File: config.mk
export PLATFORM = sky130hd
export DESIGN_NAME = lkt_link_err_tracker
export DESIGN_NICKNAME = d
export VERILOG_FILES = /design/src/include/lkt_pkg.sv /design/src/logic/lkt_gap_timer.sv /design/src/logic/lkt_err_decode.sv /design/src/logic/lkt_link_err_tracker.sv
export SDC_FILE = /design/constraint.sdc
export NUM_CORES = 1
export LEC_CHECK = 0
export CAP_MARGIN = 40
export CORE_MARGIN = 1.5
export CORE_UTILIZATION = 30
export DETAILED_ROUTE_END_ITERATION = 8
export DONT_BUFFER_PORTS = 1
export GPL_TIMING_DRIVEN = 0
export HOLD_SLACK_MARGIN = 0.08
export SLEW_MARGIN = 20
export SYNTH_ARGS = -nofsm -noshare
export SYNTH_HDL_FRONTEND = slang
export SYNTH_SLANG_ARGS = --single-unit
File: constraint.sdc
create_clock -name i_mclk -period 4.59 [get_ports i_mclk]
set_clock_uncertainty 0.2 [all_clocks]
set_input_delay 0.2295 -clock i_mclk [delete_from_list [all_inputs] [get_ports i_mclk]]
set_output_delay 0.2295 -clock i_mclk [all_outputs]
set_load 0.005 [all_outputs]
File: src/include/lkt_pkg.sv
// Constants and types for the serial link error tracker
`default_nettype none
package lkt_pkg;
  localparam logic [15:0] LKT_ERR_ADDR   = 16'h0219;
  localparam int          LKT_ERR_W      = 7;
  localparam logic [6:0]  LKT_ERR_RST    = 7'h00;
  localparam int          LKT_B_RWDATA   = 6;
  localparam int          LKT_B_TMO      = 5;
  localparam int          LKT_B_CSUM     = 4;
  localparam int          LKT_B_LENPAR   = 3;
  localparam int          LKT_B_RWPAR    = 2;
  localparam int          LKT_B_HDR      = 1;
  localparam int          LKT_B_FRAME    = 0;
  localparam logic [6:0]  LKT_FATAL_MASK = 7'h1f;
  localparam int          LKT_RW_DIR_BIT = 0;
  localparam logic [7:0]  LKT_RW_RSV     = 8'h3e;
  localparam logic [7:0]  LKT_LEN_ONE    = 8'h01;
  localparam int          LKT_GAP_FIELDS = 3;
  localparam int          LKT_REC_FIELDS = 4;
  localparam int          LKT_FIELD_CYC  = 1000;
  localparam int          LKT_TMR_W      = 16;

  typedef enum logic [1:0] {
    LKT_STANDBY,
    LKT_COMM,
    LKT_ERROR
  } lkt_mode_t;

  typedef enum logic [2:0] {
    LKT_F_HDR,
    LKT_F_RW,
    LKT_F_LEN,
    LKT_F_DATA,
    LKT_F_CSUM
  } lkt_fkind_t;

  typedef struct packed {
    logic       valid;
    lkt_fkind_t kind;
    logic [7:0] data;
    logic       par_err;
    logic       stop_err;
    logic       hdr_err;
    logic       csum_err;
    logic       last;
  } lkt_field_t;

  typedef struct packed {
    logic        valid;
    logic [15:0] addr;
    logic [7:0]  len;
  } lkt_read_t;

  typedef struct packed {
    logic [LKT_TMR_W-1:0] cnt;
    logic                 hit;
  } lkt_tmr_t;

  typedef struct packed {
    lkt_mode_t  mode;
    logic [6:0] flags;
    logic       wr;
    logic       rw_bad;
    logic       commit;
    logic       nullify;
    logic       rd_go;
  } lkt_state_t;

  function automatic logic lkt_clears(input lkt_read_t rd);
    lkt_clears = rd.valid && rd.addr == LKT_ERR_ADDR && rd.len == LKT_LEN_ONE;
  endfunction : lkt_clears
endpackage : lkt_pkg
`default_nettype wire

File: src/logic/lkt_gap_timer.sv
// Idle timer that flags once a count runs past its limit
`timescale 1ns/10ps
`default_nettype none
module lkt_gap_timer #(
  parameter int unsigned LIMIT = 3000
) (
  input  wire logic i_mclk,
  input  wire logic i_rst_n,
  input  wire logic i_run,
  input  wire logic i_clr,
  output logic      o_hit
);
  localparam logic [lkt_pkg::LKT_TMR_W-1:0] LIM =
    LIMIT[lkt_pkg::LKT_TMR_W-1:0];
  lkt_pkg::lkt_tmr_t s_r;
  lkt_pkg::lkt_tmr_t s_nxt;

  always_comb begin
    s_nxt = s_r;
    if (i_clr || !i_run) begin
      s_nxt.cnt = '0;
      s_nxt.hit = 1'b0;
    end else begin
      // Saturate so a long idle line never wraps back to zero
      if (s_r.cnt <= LIM) begin
        s_nxt.cnt = s_r.cnt + 1'b1;
      end
      s_nxt.hit = (s_r.cnt >= LIM);
    end
  end

  always_ff @(posedge i_mclk) begin
    if (!i_rst_n) begin
      s_r <= '0;
    end else begin
      s_r <= s_nxt;
    end
  end

  assign o_hit = s_r.hit;
endmodule : lkt_gap_timer
`default_nettype wire

File: src/logic/lkt_err_decode.sv
// Maps one received field to the error bits it raises
`timescale 1ns/10ps
`default_nettype none
module lkt_err_decode (
  input  wire lkt_pkg::lkt_field_t i_fld,
  input  wire logic                i_wr,
  output logic [6:0]               o_set,
  output logic                     o_fatal
);
  always_comb begin
    o_set = '0;
    if (i_fld.valid) begin
      o_set[lkt_pkg::LKT_B_RWDATA] = i_fld.kind == lkt_pkg::LKT_F_RW &&
        !i_fld.par_err && |(i_fld.data & lkt_pkg::LKT_RW_RSV);
      o_set[lkt_pkg::LKT_B_CSUM] = i_fld.kind == lkt_pkg::LKT_F_CSUM &&
        i_wr && i_fld.csum_err;
      o_set[lkt_pkg::LKT_B_LENPAR] = i_fld.kind == lkt_pkg::LKT_F_LEN &&
        i_fld.par_err;
      o_set[lkt_pkg::LKT_B_RWPAR] = i_fld.kind == lkt_pkg::LKT_F_RW &&
        i_fld.par_err;
      o_set[lkt_pkg::LKT_B_HDR] = i_fld.kind == lkt_pkg::LKT_F_HDR &&
        i_fld.hdr_err;
      o_set[lkt_pkg::LKT_B_FRAME] = i_fld.stop_err;
    end
    o_fatal = |(o_set & lkt_pkg::LKT_FATAL_MASK);
  end
endmodule : lkt_err_decode
`default_nettype wire

File: src/logic/lkt_link_err_tracker.sv
// Error flags, mode control and recovery for the serial link
`timescale 1ns/10ps
`default_nettype none
module lkt_link_err_tracker #(
  parameter int unsigned FIELD_CYC = lkt_pkg::LKT_FIELD_CYC
) (
  input  wire logic                i_mclk,
  input  wire logic                i_rst_n,
  input  wire logic                i_link,
  input  wire lkt_pkg::lkt_field_t i_fld,
  input  wire lkt_pkg::lkt_read_t  i_rd,
  output logic [6:0]               o_err_flags,
  output lkt_pkg::lkt_mode_t       o_mode,
  output logic                     o_commit,
  output logic                     o_nullify,
  output logic                     o_rd_go
);
  localparam int unsigned GAP_LIM = lkt_pkg::LKT_GAP_FIELDS * FIELD_CYC;
  localparam int unsigned REC_LIM = lkt_pkg::LKT_REC_FIELDS * FIELD_CYC;

  lkt_pkg::lkt_state_t s_r;
  lkt_pkg::lkt_state_t s_nxt;
  logic [6:0]          dset;
  logic                dfatal;
  logic                gap_hit;
  logic                rec_hit;
  logic                in_comm;
  logic                in_err;

  assign in_comm = (s_r.mode == lkt_pkg::LKT_COMM);
  assign in_err  = (s_r.mode == lkt_pkg::LKT_ERROR);

  lkt_err_decode u_dec (
    .i_fld   (i_fld),
    .i_wr    (s_r.wr),
    .o_set   (dset),
    .o_fatal (dfatal)
  );

  // Gap between fields only counts while a transfer is open
  lkt_gap_timer #(.LIMIT(GAP_LIM)) u_gap (
    .i_mclk  (i_mclk),
    .i_rst_n (i_rst_n),
    .i_run   (in_comm),
    .i_clr   (i_fld.valid),
    .o_hit   (gap_hit)
  );

  // Any low level restarts the recovery wait
  lkt_gap_timer #(.LIMIT(REC_LIM)) u_rec (
    .i_mclk  (i_mclk),
    .i_rst_n (i_rst_n),
    .i_run   (in_err),
    .i_clr   (!i_link),
    .o_hit   (rec_hit)
  );

  always_comb begin
    logic [6:0] set;
    logic       clr;
    set = '0;
    clr = lkt_pkg::lkt_clears(i_rd);
    s_nxt = s_r;
    s_nxt.commit  = 1'b0;
    s_nxt.nullify = 1'b0;
    s_nxt.rd_go   = 1'b0;
    case (s_r.mode)
      lkt_pkg::LKT_STANDBY: begin
        if (i_fld.valid) begin
          set = dset;
          if (dfatal) begin
            s_nxt.mode    = lkt_pkg::LKT_ERROR;
            s_nxt.nullify = 1'b1;
          end else if (i_fld.kind == lkt_pkg::LKT_F_HDR && !i_fld.last) begin
            s_nxt.mode   = lkt_pkg::LKT_COMM;
            s_nxt.wr     = 1'b0;
            s_nxt.rw_bad = 1'b0;
          end
        end
      end
      lkt_pkg::LKT_COMM: begin
        if (gap_hit) begin
          // Earlier committed portions stay; only the open one is lost
          set[lkt_pkg::LKT_B_TMO] = 1'b1;
          s_nxt.mode = lkt_pkg::LKT_STANDBY;
          s_nxt.wr   = 1'b0;
        end else if (i_fld.valid) begin
          set = dset;
          if (dfatal) begin
            s_nxt.mode    = lkt_pkg::LKT_ERROR;
            s_nxt.nullify = 1'b1;
            s_nxt.wr      = 1'b0;
          end else begin
            case (i_fld.kind)
              lkt_pkg::LKT_F_RW: begin
                if (dset[lkt_pkg::LKT_B_RWDATA]) begin
                  s_nxt.rw_bad = 1'b1;
                  s_nxt.wr     = 1'b0;
                end else begin
                  s_nxt.wr    = i_fld.data[lkt_pkg::LKT_RW_DIR_BIT];
                  s_nxt.rd_go = !i_fld.data[lkt_pkg::LKT_RW_DIR_BIT];
                end
              end
              lkt_pkg::LKT_F_CSUM: begin
                s_nxt.commit = s_r.wr && !s_r.rw_bad;
              end
              default: begin
              end
            endcase
            if (i_fld.last) begin
              s_nxt.mode = lkt_pkg::LKT_STANDBY;
              s_nxt.wr   = 1'b0;
            end
          end
        end
      end
      lkt_pkg::LKT_ERROR: begin
        // Fields are dropped unseen until the line idles high
        if (rec_hit) begin
          s_nxt.mode = lkt_pkg::LKT_STANDBY;
        end
      end
      default: begin
        s_nxt.mode = lkt_pkg::LKT_STANDBY;
      end
    endcase
    // A new error in the clearing cycle survives the clear
    s_nxt.flags = (clr ? 7'h00 : s_r.flags) | set;
  end

  always_ff @(posedge i_mclk) begin
    if (!i_rst_n) begin
      s_r       <= '0;
      s_r.mode  <= lkt_pkg::LKT_STANDBY;
      s_r.flags <= lkt_pkg::LKT_ERR_RST;
    end else begin
      s_r <= s_nxt;
    end
  end

  assign o_err_flags = s_r.flags;
  assign o_mode      = s_r.mode;
  assign o_commit    = s_r.commit;
  assign o_nullify   = s_r.nullify;
  assign o_rd_go     = s_r.rd_go;
endmodule : lkt_link_err_tracker
`default_nettype wire

Word level (Yosys, flattened, before mapping)
Index checks and enable logic that the tools add are counted.
{"block": "totals", "regBits": 48, "wordCells": 112, "output_inout_bits": 12}
{"block": "op_classes", "n_bitwise": 6, "addsub": 2, "eq_ne": 20, "reduce_logical": 32, "mux": 37, "n_lt_le_gt_ge": 4}
{"op": "$add 16x1->16 const B", "count": 2}
{"op": "$ge 16x12->1 const B", "count": 2}
{"op": "$le 16x12->1 const B", "count": 2}
{"op": "$mux 2", "count": 13}
{"op": "$ne 2x2->1 const B", "count": 9}
{"op": "$eq 16x10->1 const B", "count": 1}
{"op": "$mux 5", "count": 3}
{"op": "$mux 1", "count": 14}
{"op": "$mux 7", "count": 2}
{"op": "$pmux 7 s2", "count": 1}
{"op": "$logic_and 1x1->1", "count": 11}
{"op": "$reduce_or 11->1", "count": 1}
{"op": "$reduce_or 10->1", "count": 1}
{"op": "$reduce_or 5->1", "count": 2}
{"op": "$reduce_and 9->1", "count": 1}
{"op": "$eq 8x1->1 const B", "count": 1}
{"op": "$logic_not 1->1", "count": 7}
{"op": "$or 7x7->7", "count": 1}
{"op": "$ne 3x3->1 const B", "count": 2}
{"op": "$pmux 2 s3", "count": 1}
{"op": "$reduce_and 6->1", "count": 1}
{"op": "$ne 5x5->1 const B", "count": 1}
{"op": "$not 1->1", "count": 5}
{"op": "$reduce_and 5->1", "count": 1}
{"op": "14 further kinds", "count": 16}

Logic depth before layout (Yosys ltp)
Gate-level depths: netlist of the first run.
{"block": "depth", "ltp_word": 11, "mapped_depth": 8, "depth_no_buf": 7}

Cells and area by module
Synthesis of the first run repeated with hierarchy kept, for this count alone.
{"block": "hier_totals", "cells_unflattened": 279, "hier_area_um2": 2512.4}
{"module": "lkt_gap_timer (u_gap)", "cells_each": 92, "area_per_inst_um2": 847.1, "instances": 1, "seq_area_each_um2": 340.3}
{"module": "lkt_link_err_tracker", "cells_each": 86, "area_per_inst_um2": 783.3, "instances": 1, "seq_area_each_um2": 280.3}
{"module": "lkt_gap_timer (u_rec)", "cells_each": 83, "area_per_inst_um2": 774.5, "instances": 1, "seq_area_each_um2": 340.3}
{"module": "lkt_err_decode", "cells_each": 18, "area_per_inst_um2": 107.6, "instances": 1, "seq_area_each_um2": 0.0}

Worst setup path after synthesis of the first run
Ideal clock, no wire load.
{"block": "synth_path", "path_kind": "register to register", "startpoint": "register u_gap.s_r[1] in the netlist's numbering", "endpoint": "register u_gap.s_r[6] in the netlist's numbering", "stages_incl_launch_ff": 9, "t_arrival_ps": 1757, "setup_slack_ps": 2509, "setup_time_ps": 124, "path_cell_list": "dfxtp_1 inv_1 ha_1 or3b_1 or4_1 buf_2 a211oi_2 xnor2_1 nor2_1"}
{"block": "synth_via", "elab_chain_cells": 1}
{"element": "start, declared", "line_no": "lkt_gap_timer.sv:15", "source": "lkt_pkg::lkt_tmr_t s_r;"}
{"element": "start signal, assigned", "line_no": "lkt_gap_timer.sv:36", "source": "s_r <= s_nxt;"}
{"element": "$add 16x1->16 / $le 16x12->1 (equally long branches)", "line_no": "lkt_gap_timer.sv:26, lkt_gap_timer.sv:25"}
Parallel ways exist; a longest one is shown, timed or not.
A chain may end at the register's enable or synchronous reset.

Worst setup path after layout of the first run
{"block": "layout_path", "startpoint": "input i_fld[14] in the netlist's numbering", "endpoint": "register s_r, in the netlist o_commit"}
{"block": "layout_via", "elab_chain_cells": 5}
{"element": "start, declared", "line_no": "lkt_link_err_tracker.sv:10", "source": "input wire lkt_pkg::lkt_field_t i_fld,"}
{"element": "$eq 3x3->1", "line_no": "lkt_err_decode.sv:15, lkt_link_err_tracker.sv:94"}
{"element": "$logic_and 1x1->1", "line_no": "lkt_err_decode.sv:15", "source": "o_set[lkt_pkg::LKT_B_CSUM] = i_fld.kind == lkt_pkg::LKT_F_CSUM &&"}
{"element": "$logic_and 1x1->1", "line_no": "lkt_err_decode.sv:16", "source": "i_wr && i_fld.csum_err;"}
{"element": "$mux 5", "line_no": "lkt_err_decode.sv:12", "source": "if (i_fld.valid) begin"}
{"element": "$reduce_or 10->1 (no source line) (*)"}
{"element": "end signal, assigned", "line_no": "lkt_link_err_tracker.sv:137", "source": "s_r <= s_nxt;"}
{"element": "end, declared", "line_no": "lkt_link_err_tracker.sv:21", "source": "lkt_pkg::lkt_state_t s_r;"}
Every way passes the cells marked *; elsewhere a longest branch is shown, timed or not.

==> metrics, run 1 <==
status finished, final reports clean; Non-Filler Instances 389; Synth async-reset ratio 0%; fin crit share between 50 and 60%; worst hold start i_link; reg2reg end o_commit$_SDFF_PP0_; first-pass GRT wire length roughly 8600 um; sequential element share of the synthesized area 40.31%; Critical Path AT 2.64 ns; post-CTS setup buffer count 0; die height 92.14 um; nets@finish around 340; Reg2Reg Setup Slack about 2.3 ns; Pwr Total 0.7670 mW; per-cell routed wire length 12.96 um; Cell Area, Synth 2384 um2; Post-CTS Hold Fix Bufs 14; Fin. Hold Viols 0; Required @ worst endpoint 4.64 ns; synth unique cells 54; peak supply drop roughly 0.13 mV; Int Pwr approximately 0.6 mW; Crit. Startpoint i_fld[14]; part of the power in combinational logic 5.3%; largest net degree at the start of global routing 16; most frequent CP cell dlygate4sd3_1; reg2reg start s_r[4]$_SDFFE_PN0P_; delay-heaviest family, CP buffers and inverters; Hold Path Sink u_rec.s_r[6]$_SDFFE_PP0P_; syn_nets 314; ys flop type dfxtp_1; Worst setup SP type input pin; CTS tree done; max-cap violations 0; row count 32; Sum Neg Setup Slack 0 ns; vias in the first global route 1878; Slew Viols, Final 0; H-tree depth 2; DRT Pass-1 Iters 4; DRC viols 0; CTS resizes 0; # setup viols final 0; maximum clock rate 0.3857 GHz; Worst Path Buf+Inv 3; most common cell after layout, fill and taps aside dfxtp_1; share of layout cells above drive strength 1 11.15%; TritonCTS Sinks 48; critical path's largest stage delay 0.61 ns; die width 92.14 um; Worst Setup Path Type in2reg; DIE AREA approximately 8500 um2; Synth Area per Inst ~9.0 um2; antenna-violating nets left 0; Congestion Overflow GR 0; Hold Crit Class in2reg; CP max-delay cell dlygate4sd3_1; latest clock arrival within the worst-skew pair 0.30 ns; area post-placement between 2000 and 3000 um2; warnings from Yosys 0; Total Routing Usage GR approximately an eighth; cell chain of the critical path dlygate4sd3_1 > nor4bb_2 > dlygate4sd3_1 > nor3b_1 > dlygate4sd3_1; Final HPWL DP 3602 um; PortBufs 0; Yosys reg bits 48; Design Area, Final roughly 2800 um2; relative slew slack 61.64%; antenna violations before repair 0; Vias/cell approximately 5; ant diodes 0; Mapped Cells approximately 270; dpl cells about 370; Detailed Route Iter0 Violations 91; critical-path maximum fanout 5; CTS clock-pin slew for the worst setup and hold paths ~0.080 ns; io pins 57; Initial Utilization 30.85%; RSZ-0062 raised after global routing false; switching power 0.1652 mW; leading cell types in the layout, fill and taps excluded dfxtp_1 (48), nor2_1 (34), inv_1 (19), xnor2_1 (17), dlygate4sd3_1 (14); GP Congestion approximately 0.77; Longest Clk Path Bufs 2; power share of the clock group 39.6%; Root Buffer clkbuf_8; worst r2r path cells 4; Slew @ Worst Pin about 0.57 ns; Cell Pwr Density 277.6 nW/um2; number of synthesized flops with an enable pin 0; via count 1931; Final min period 2.593 ns; sequential power share a little under three fifths; crit end category flip-flop; P&R area growth vs syn 15.91%; Detailed Route WL 5041 um; hold depth 2; LEAKAGE 0.8748 nW; Switching Share a little over a fifth; core area just under 8000 um2; TritonCTS Buffers 5
[flip-flops by register name, indices dropped and copies added, names as in the netlist]
register,cells
u_gap.s_r,16
u_rec.s_r,16
o_err_flags,7
o_mode,2
s_r,2
o_commit,1
o_nullify,1
o_rd_go,1
u_gap.o_hit,1
u_rec.o_hit,1
[routing by layer]
metal,GRT usage (%),wire (um),share of wire (%),vias to the layer above
met2,20.56,2402,48,21
met5,0,0,0,-
met1,15.31,2361,47,928
li1,-,-,-,971
met3,2.985,171,3.4,11
met4,6.026,106,2.1,0
[through the flow]
| step | setup WS (ns) | hold slack, ns | utilization [%] |
|---|---|---|---|
| floorplan | 2.509 | 0.1062 | - |
| global placement | 2.417 | 0.1191 | 32.50 |
| detailed placement | 2.392 | 0.1135 | 32.50 |
| CTS | 2.010 | 0.08380 | 35.75 |
| global route | 1.899 | 0.1089 | 35.75 |
| finish | 1.997 | 0.09983 | 35.75 |
[cells by family (layout without fill, tap and decap cells)]
| logic type | Yosys count | in the layout | synth area share (%) |
|---|---|---|---|
| AND/OR/NAND/NOR | 119 | 119 | 29.24 |
| flip-flops | 48 | 48 | 40.31 |
| AO/OA/AOI/OAI | 41 | 41 | 13.70 |
| buffers and inverters | 33 | 55 | 6.929 |
| XOR/XNOR | 17 | 17 | 6.247 |
| adder cells (fa/ha/maj) | 4 | 4 | 2.100 |
| multiplexers | 3 | 3 | 1.470 |
[final cells by class]
class | count | area [um2]
inverters | 19 | 71.32
plain buffers | 14 | 93.84
multi-input cells | 184 | 1257
clock buffers | 5 | 68.82
repair buffers | 14 | 140.1
clock inverters | 3 | 42.54
fillers | 797 | 4965
well taps | 102 | 127.6
flip-flops and latches | 48 | 960.9
[Yosys cell counts, drive strengths merged, types with 2 or more instances]
library cell / n / area share [%]
a211oi: 3 / 1.4
a21boi: 2 / 0.79
a21oi: 10 / 2.1
a22oi: 7 / 2.2
a31oi: 2 / 0.52
a32oi: 2 / 1.5
and2: 6 / 1.6
and3: 3 / 0.79
buf: 11 / 3.3
clkbuf: 2 / 0.32
dfxtp: 48 / 40
ha: 4 / 2.1
inv: 19 / 3.0
mux2i: 2 / 0.84
nand2: 11 / 1.7
nand2b: 2 / 0.84
nand3: 7 / 2.0
nand4: 7 / 2.1
nand4b: 2 / 0.74
nor2: 34 / 5.4
nor2b: 10 / 2.6
nor3: 9 / 1.9
nor3b: 3 / 0.94
nor4: 5 / 1.6
nor4b: 5 / 1.8
nor4bb: 3 / 1.5
o2111ai: 3 / 1.1
o21ai: 5 / 1.0
o31ai: 2 / 1.2
or3: 4 / 1.0
or4: 3 / 0.94
xnor2: 17 / 6.2
[power by group through the flow]
| stage | Clock [mW] | Combinational [mW] | Sequential, mW |
|---|---|---|---|
| after floorplan | 0 | 0.0274 | 0.431 |
| after global placement | 0 | 0.0326 | 0.432 |
| after detailed placement | 0 | 0.0329 | 0.432 |
| after CTS | 0.317 | 0.0408 | 0.422 |
| after global routing | 0.328 | 0.0448 | 0.423 |
| final | 0.304 | 0.0410 | 0.422 |
[how the worst max path moves through the flow]
stage | end | slack [ns] | cells past startpoint
after global routing | o_commit$_SDFF_PP0_ | 1.90 | 5
after CTS | o_commit$_SDFF_PP0_ | 2.01 | 5
after global placement | u_gap.s_r[7]$_SDFFE_PP0P_ | 2.42 | 8
after detailed placement | u_gap.s_r[7]$_SDFFE_PP0P_ | 2.39 | 8
after floorplan | u_gap.s_r[6]$_SDFFE_PP0P_ | 2.51 | 8
final | o_commit$_SDFF_PP0_ | 2.00 | 5
Note: power is estimated with default switching activity, not from simulation.
==> run 2, diff against run 1 <==
==> constraint.sdc (replaced) <==
create_clock -name i_mclk -period 2.5 [get_ports i_mclk]
set_clock_uncertainty 0.2 [all_clocks]
set_input_delay 0.125 -clock i_mclk [delete_from_list [all_inputs] [get_ports i_mclk]]
set_output_delay 0.125 -clock i_mclk [all_outputs]
set_load 0.005 [all_outputs]
==> metrics, run 2 (synthesized netlist as in run 1, its figures left out) <==
Final min period 2.429 ns; GP Congestion 0.7700 (unchanged); area post-placement 2511 um2 (unchanged); status finished, final reports clean (unchanged); PortBufs 0 (unchanged); Longest Clk Path Bufs 2 (unchanged); Cell Pwr Density 502.6 nW/um2 (was 277.6 nW/um2); Required @ worst endpoint 2.54 ns (was 4.64 ns); core area 7727 um2 (unchanged); H-tree depth 2 (unchanged); Sum Neg Setup Slack 0 ns (unchanged); Vias/cell 4.924 (was 4.964); crit end category flip-flop (unchanged); die height 92.14 um (unchanged); critical path's largest stage delay 0.62 ns (was 0.61 ns); CTS clock-pin slew for the worst setup and hold paths 0.09 ns (was 0.08 ns); DIE AREA 8489 um2 (unchanged); Final Util 36.59% (was 35.75%); antenna-violating nets left 0 (unchanged); Final HPWL DP 3602 um (unchanged); Total Routing Usage GR 12.48% (was 12.52%); DRT Pass-1 Iters 4 (unchanged); LEAKAGE 0.8982 nW (was 0.8748 nW); # setup viols final 0 (unchanged); TritonCTS Sinks 48 (unchanged); Pwr Total 1.421 mW (was 0.7670 mW); TritonCTS Buffers 5 (unchanged); die width 92.14 um (unchanged); vias in the first global route 1884 (was 1878); Congestion Overflow GR 0 (unchanged); share of layout cells above drive strength 1 11.56% (was 11.15%); Worst Setup Path Type in2reg (unchanged); Detailed Route Iter0 Violations 106 (was 91); Root Buffer clkbuf_8 (unchanged); worst hold start i_fld[7] (was i_link); reg2reg end s_r[4]$_SDFFE_PN0P_ (was o_commit$_SDFF_PP0_); leading cell types in the layout, fill and taps excluded dfxtp_1 (48), nor2_1 (34), inv_1 (19), dlygate4sd3_1 (19), xnor2_1 (17) (was dfxtp_1 (48), nor2_1 (34), inv_1 (19), xnor2_1 (17), dlygate4sd3_1 (14)); reg2reg start s_r[4]$_SDFFE_PN0P_ (unchanged); RSZ-0062 raised after global routing false (unchanged); maximum clock rate 0.4117 GHz; hold depth 3 (was 2); fin crit share 97.15%; max-cap violations 0 (unchanged); P&R area growth vs syn 18.64% (was 15.91%); CP max-delay cell dlygate4sd3_1 (unchanged); Fill cells 790 (was 797); peak supply drop 0.2384 mV (was 0.1294 mV); worst r2r path cells 6 (was 4); most frequent CP cell dlygate4sd3_1 (unchanged); critical-path maximum fanout 4 (was 5); first-pass GRT wire length 8562 um (unchanged); Worst setup SP type input pin (unchanged); antenna violations before repair 0 (unchanged); CTS resizes 0 (unchanged); DRC viols 0 (unchanged); Reg2Reg Setup Slack 0.11 ns (was 2.26 ns); nets@finish 342 (was 335); row count 32 (unchanged); Design Area, Final 2828 um2 (was 2763 um2); largest net degree at the start of global routing 16 (unchanged); Initial Utilization 30.85% (unchanged); Worst Path Buf+Inv 2 (was 3); Hold Crit Class in2reg (unchanged); Critical Path AT 2.47 ns (was 2.64 ns); io pins 57 (unchanged); Fin. Hold Viols 0 (unchanged); CTS tree done (unchanged); per-cell routed wire length 12.88 um (was 12.96 um); Hold Path Sink o_err_flags[6]$_SDFF_PN0_ (was u_rec.s_r[6]$_SDFFE_PP0P_); relative slew slack 62.39% (was 61.64%); via count 1950 (was 1931); delay-heaviest family, CP buffers and inverters (unchanged); ant diodes 0 (unchanged); Slew @ Worst Pin 0.5595 ns (was 0.5677 ns); Detailed Route WL 5100 um (was 5041 um); latest clock arrival within the worst-skew pair 0.30 ns (about the same); most common cell after layout, fill and taps aside dfxtp_1 (unchanged); Slew Viols, Final 0 (unchanged); cell chain of the critical path dlygate4sd3_1 > nor4bb_2 > a32oi_4 > nand4_2 > or4b_1 > dlygate4sd3_1 > o22ai_1 (was dlygate4sd3_1 > nor4bb_2 > dlygate4sd3_1 > nor3b_1 > dlygate4sd3_1)
==> run 2: worst max-delay path by stage <==
stage                                end                 startpoint  cells past startpoint
3_5_place_dp   u_gap.s_r[7]$_SDFFE_PP0P_  u_gap.s_r[1]$_SDFFE_PP0P_                      8
4_1_cts              s_r[4]$_SDFFE_PN0P_                  i_fld[14]                      7
5_1_grt              s_r[4]$_SDFFE_PN0P_                  i_fld[14]                      7
3_3_place_gp   u_gap.s_r[7]$_SDFFE_PP0P_  u_gap.s_r[1]$_SDFFE_PP0P_                      8
6_report             s_r[4]$_SDFFE_PN0P_                  i_fld[14]                      7
2_1_floorplan  u_gap.s_r[6]$_SDFFE_PP0P_  u_gap.s_r[1]$_SDFFE_PP0P_                      8
==> run 2: worst min-delay path, stage by stage <==
cell and delay, ns:
o2111a_1 0.26, a22oi_1 0.08, nor2b_1 0.11
==> run 2: metal layers <==
layer / track usage, % / share of wire, % / routed length, um
met1: 15.66 / 48 / 2436
met5: 0 / 0 / 0
met3: 2.653 / 3.7 / 191
met4: 5.897 / 1.5 / 77
met2: 20.31 / 47 / 2394
==> run 2: where the power goes <==
group / leakage (nW) / switching, mW / total [mW] / internal [mW]
Combinational: 0.457 / 0.0398 / 0.0839 / 0.0440
Clock: 0.0541 / 0.266 / 0.562 / 0.296
Sequential: 0.387 / 0.00568 / 0.775 / 0.769
==> run 2: repair_timing <==
item / CTS / global route
hold buffers: 19 / 0
hold endpoints to repair: 28 / 0
buffers inserted: 0 / 2
setup endpoints to repair: 0 / 1
==> run 2: area by class of cell <==
| cell class | instances | area, um2 | share of cell area, % |
|---|---|---|---|
| plain buffers | 14 | 93.84 | 3.319 |
| flip-flops and latches | 48 | 960.9 | 33.98 |
| clock buffers | 5 | 68.82 | 2.434 |
| clock inverters | 3 | 42.54 | 1.504 |
| multi-input cells | 184 | 1257 | 44.47 |
| well taps | 102 | 127.6 | 4.513 |
| repair buffers | 21 | 205.2 | 7.257 |
| inverters | 19 | 71.32 | 2.522 |
==> run 2: metrics by stage <==
step | hold slack (ns) | setup slack [ns] | cells
after global routing | 0.1483 | 0.008966 | 396
after CTS | 0.1047 | 0.09463 | 394
final | 0.1121 | 0.07121 | 396
after detailed placement | 0.009024 | 0.3015 | 367
after global placement | 0.01456 | 0.3266 | 367
after floorplan | 0.001739 | 0.4186 | 265
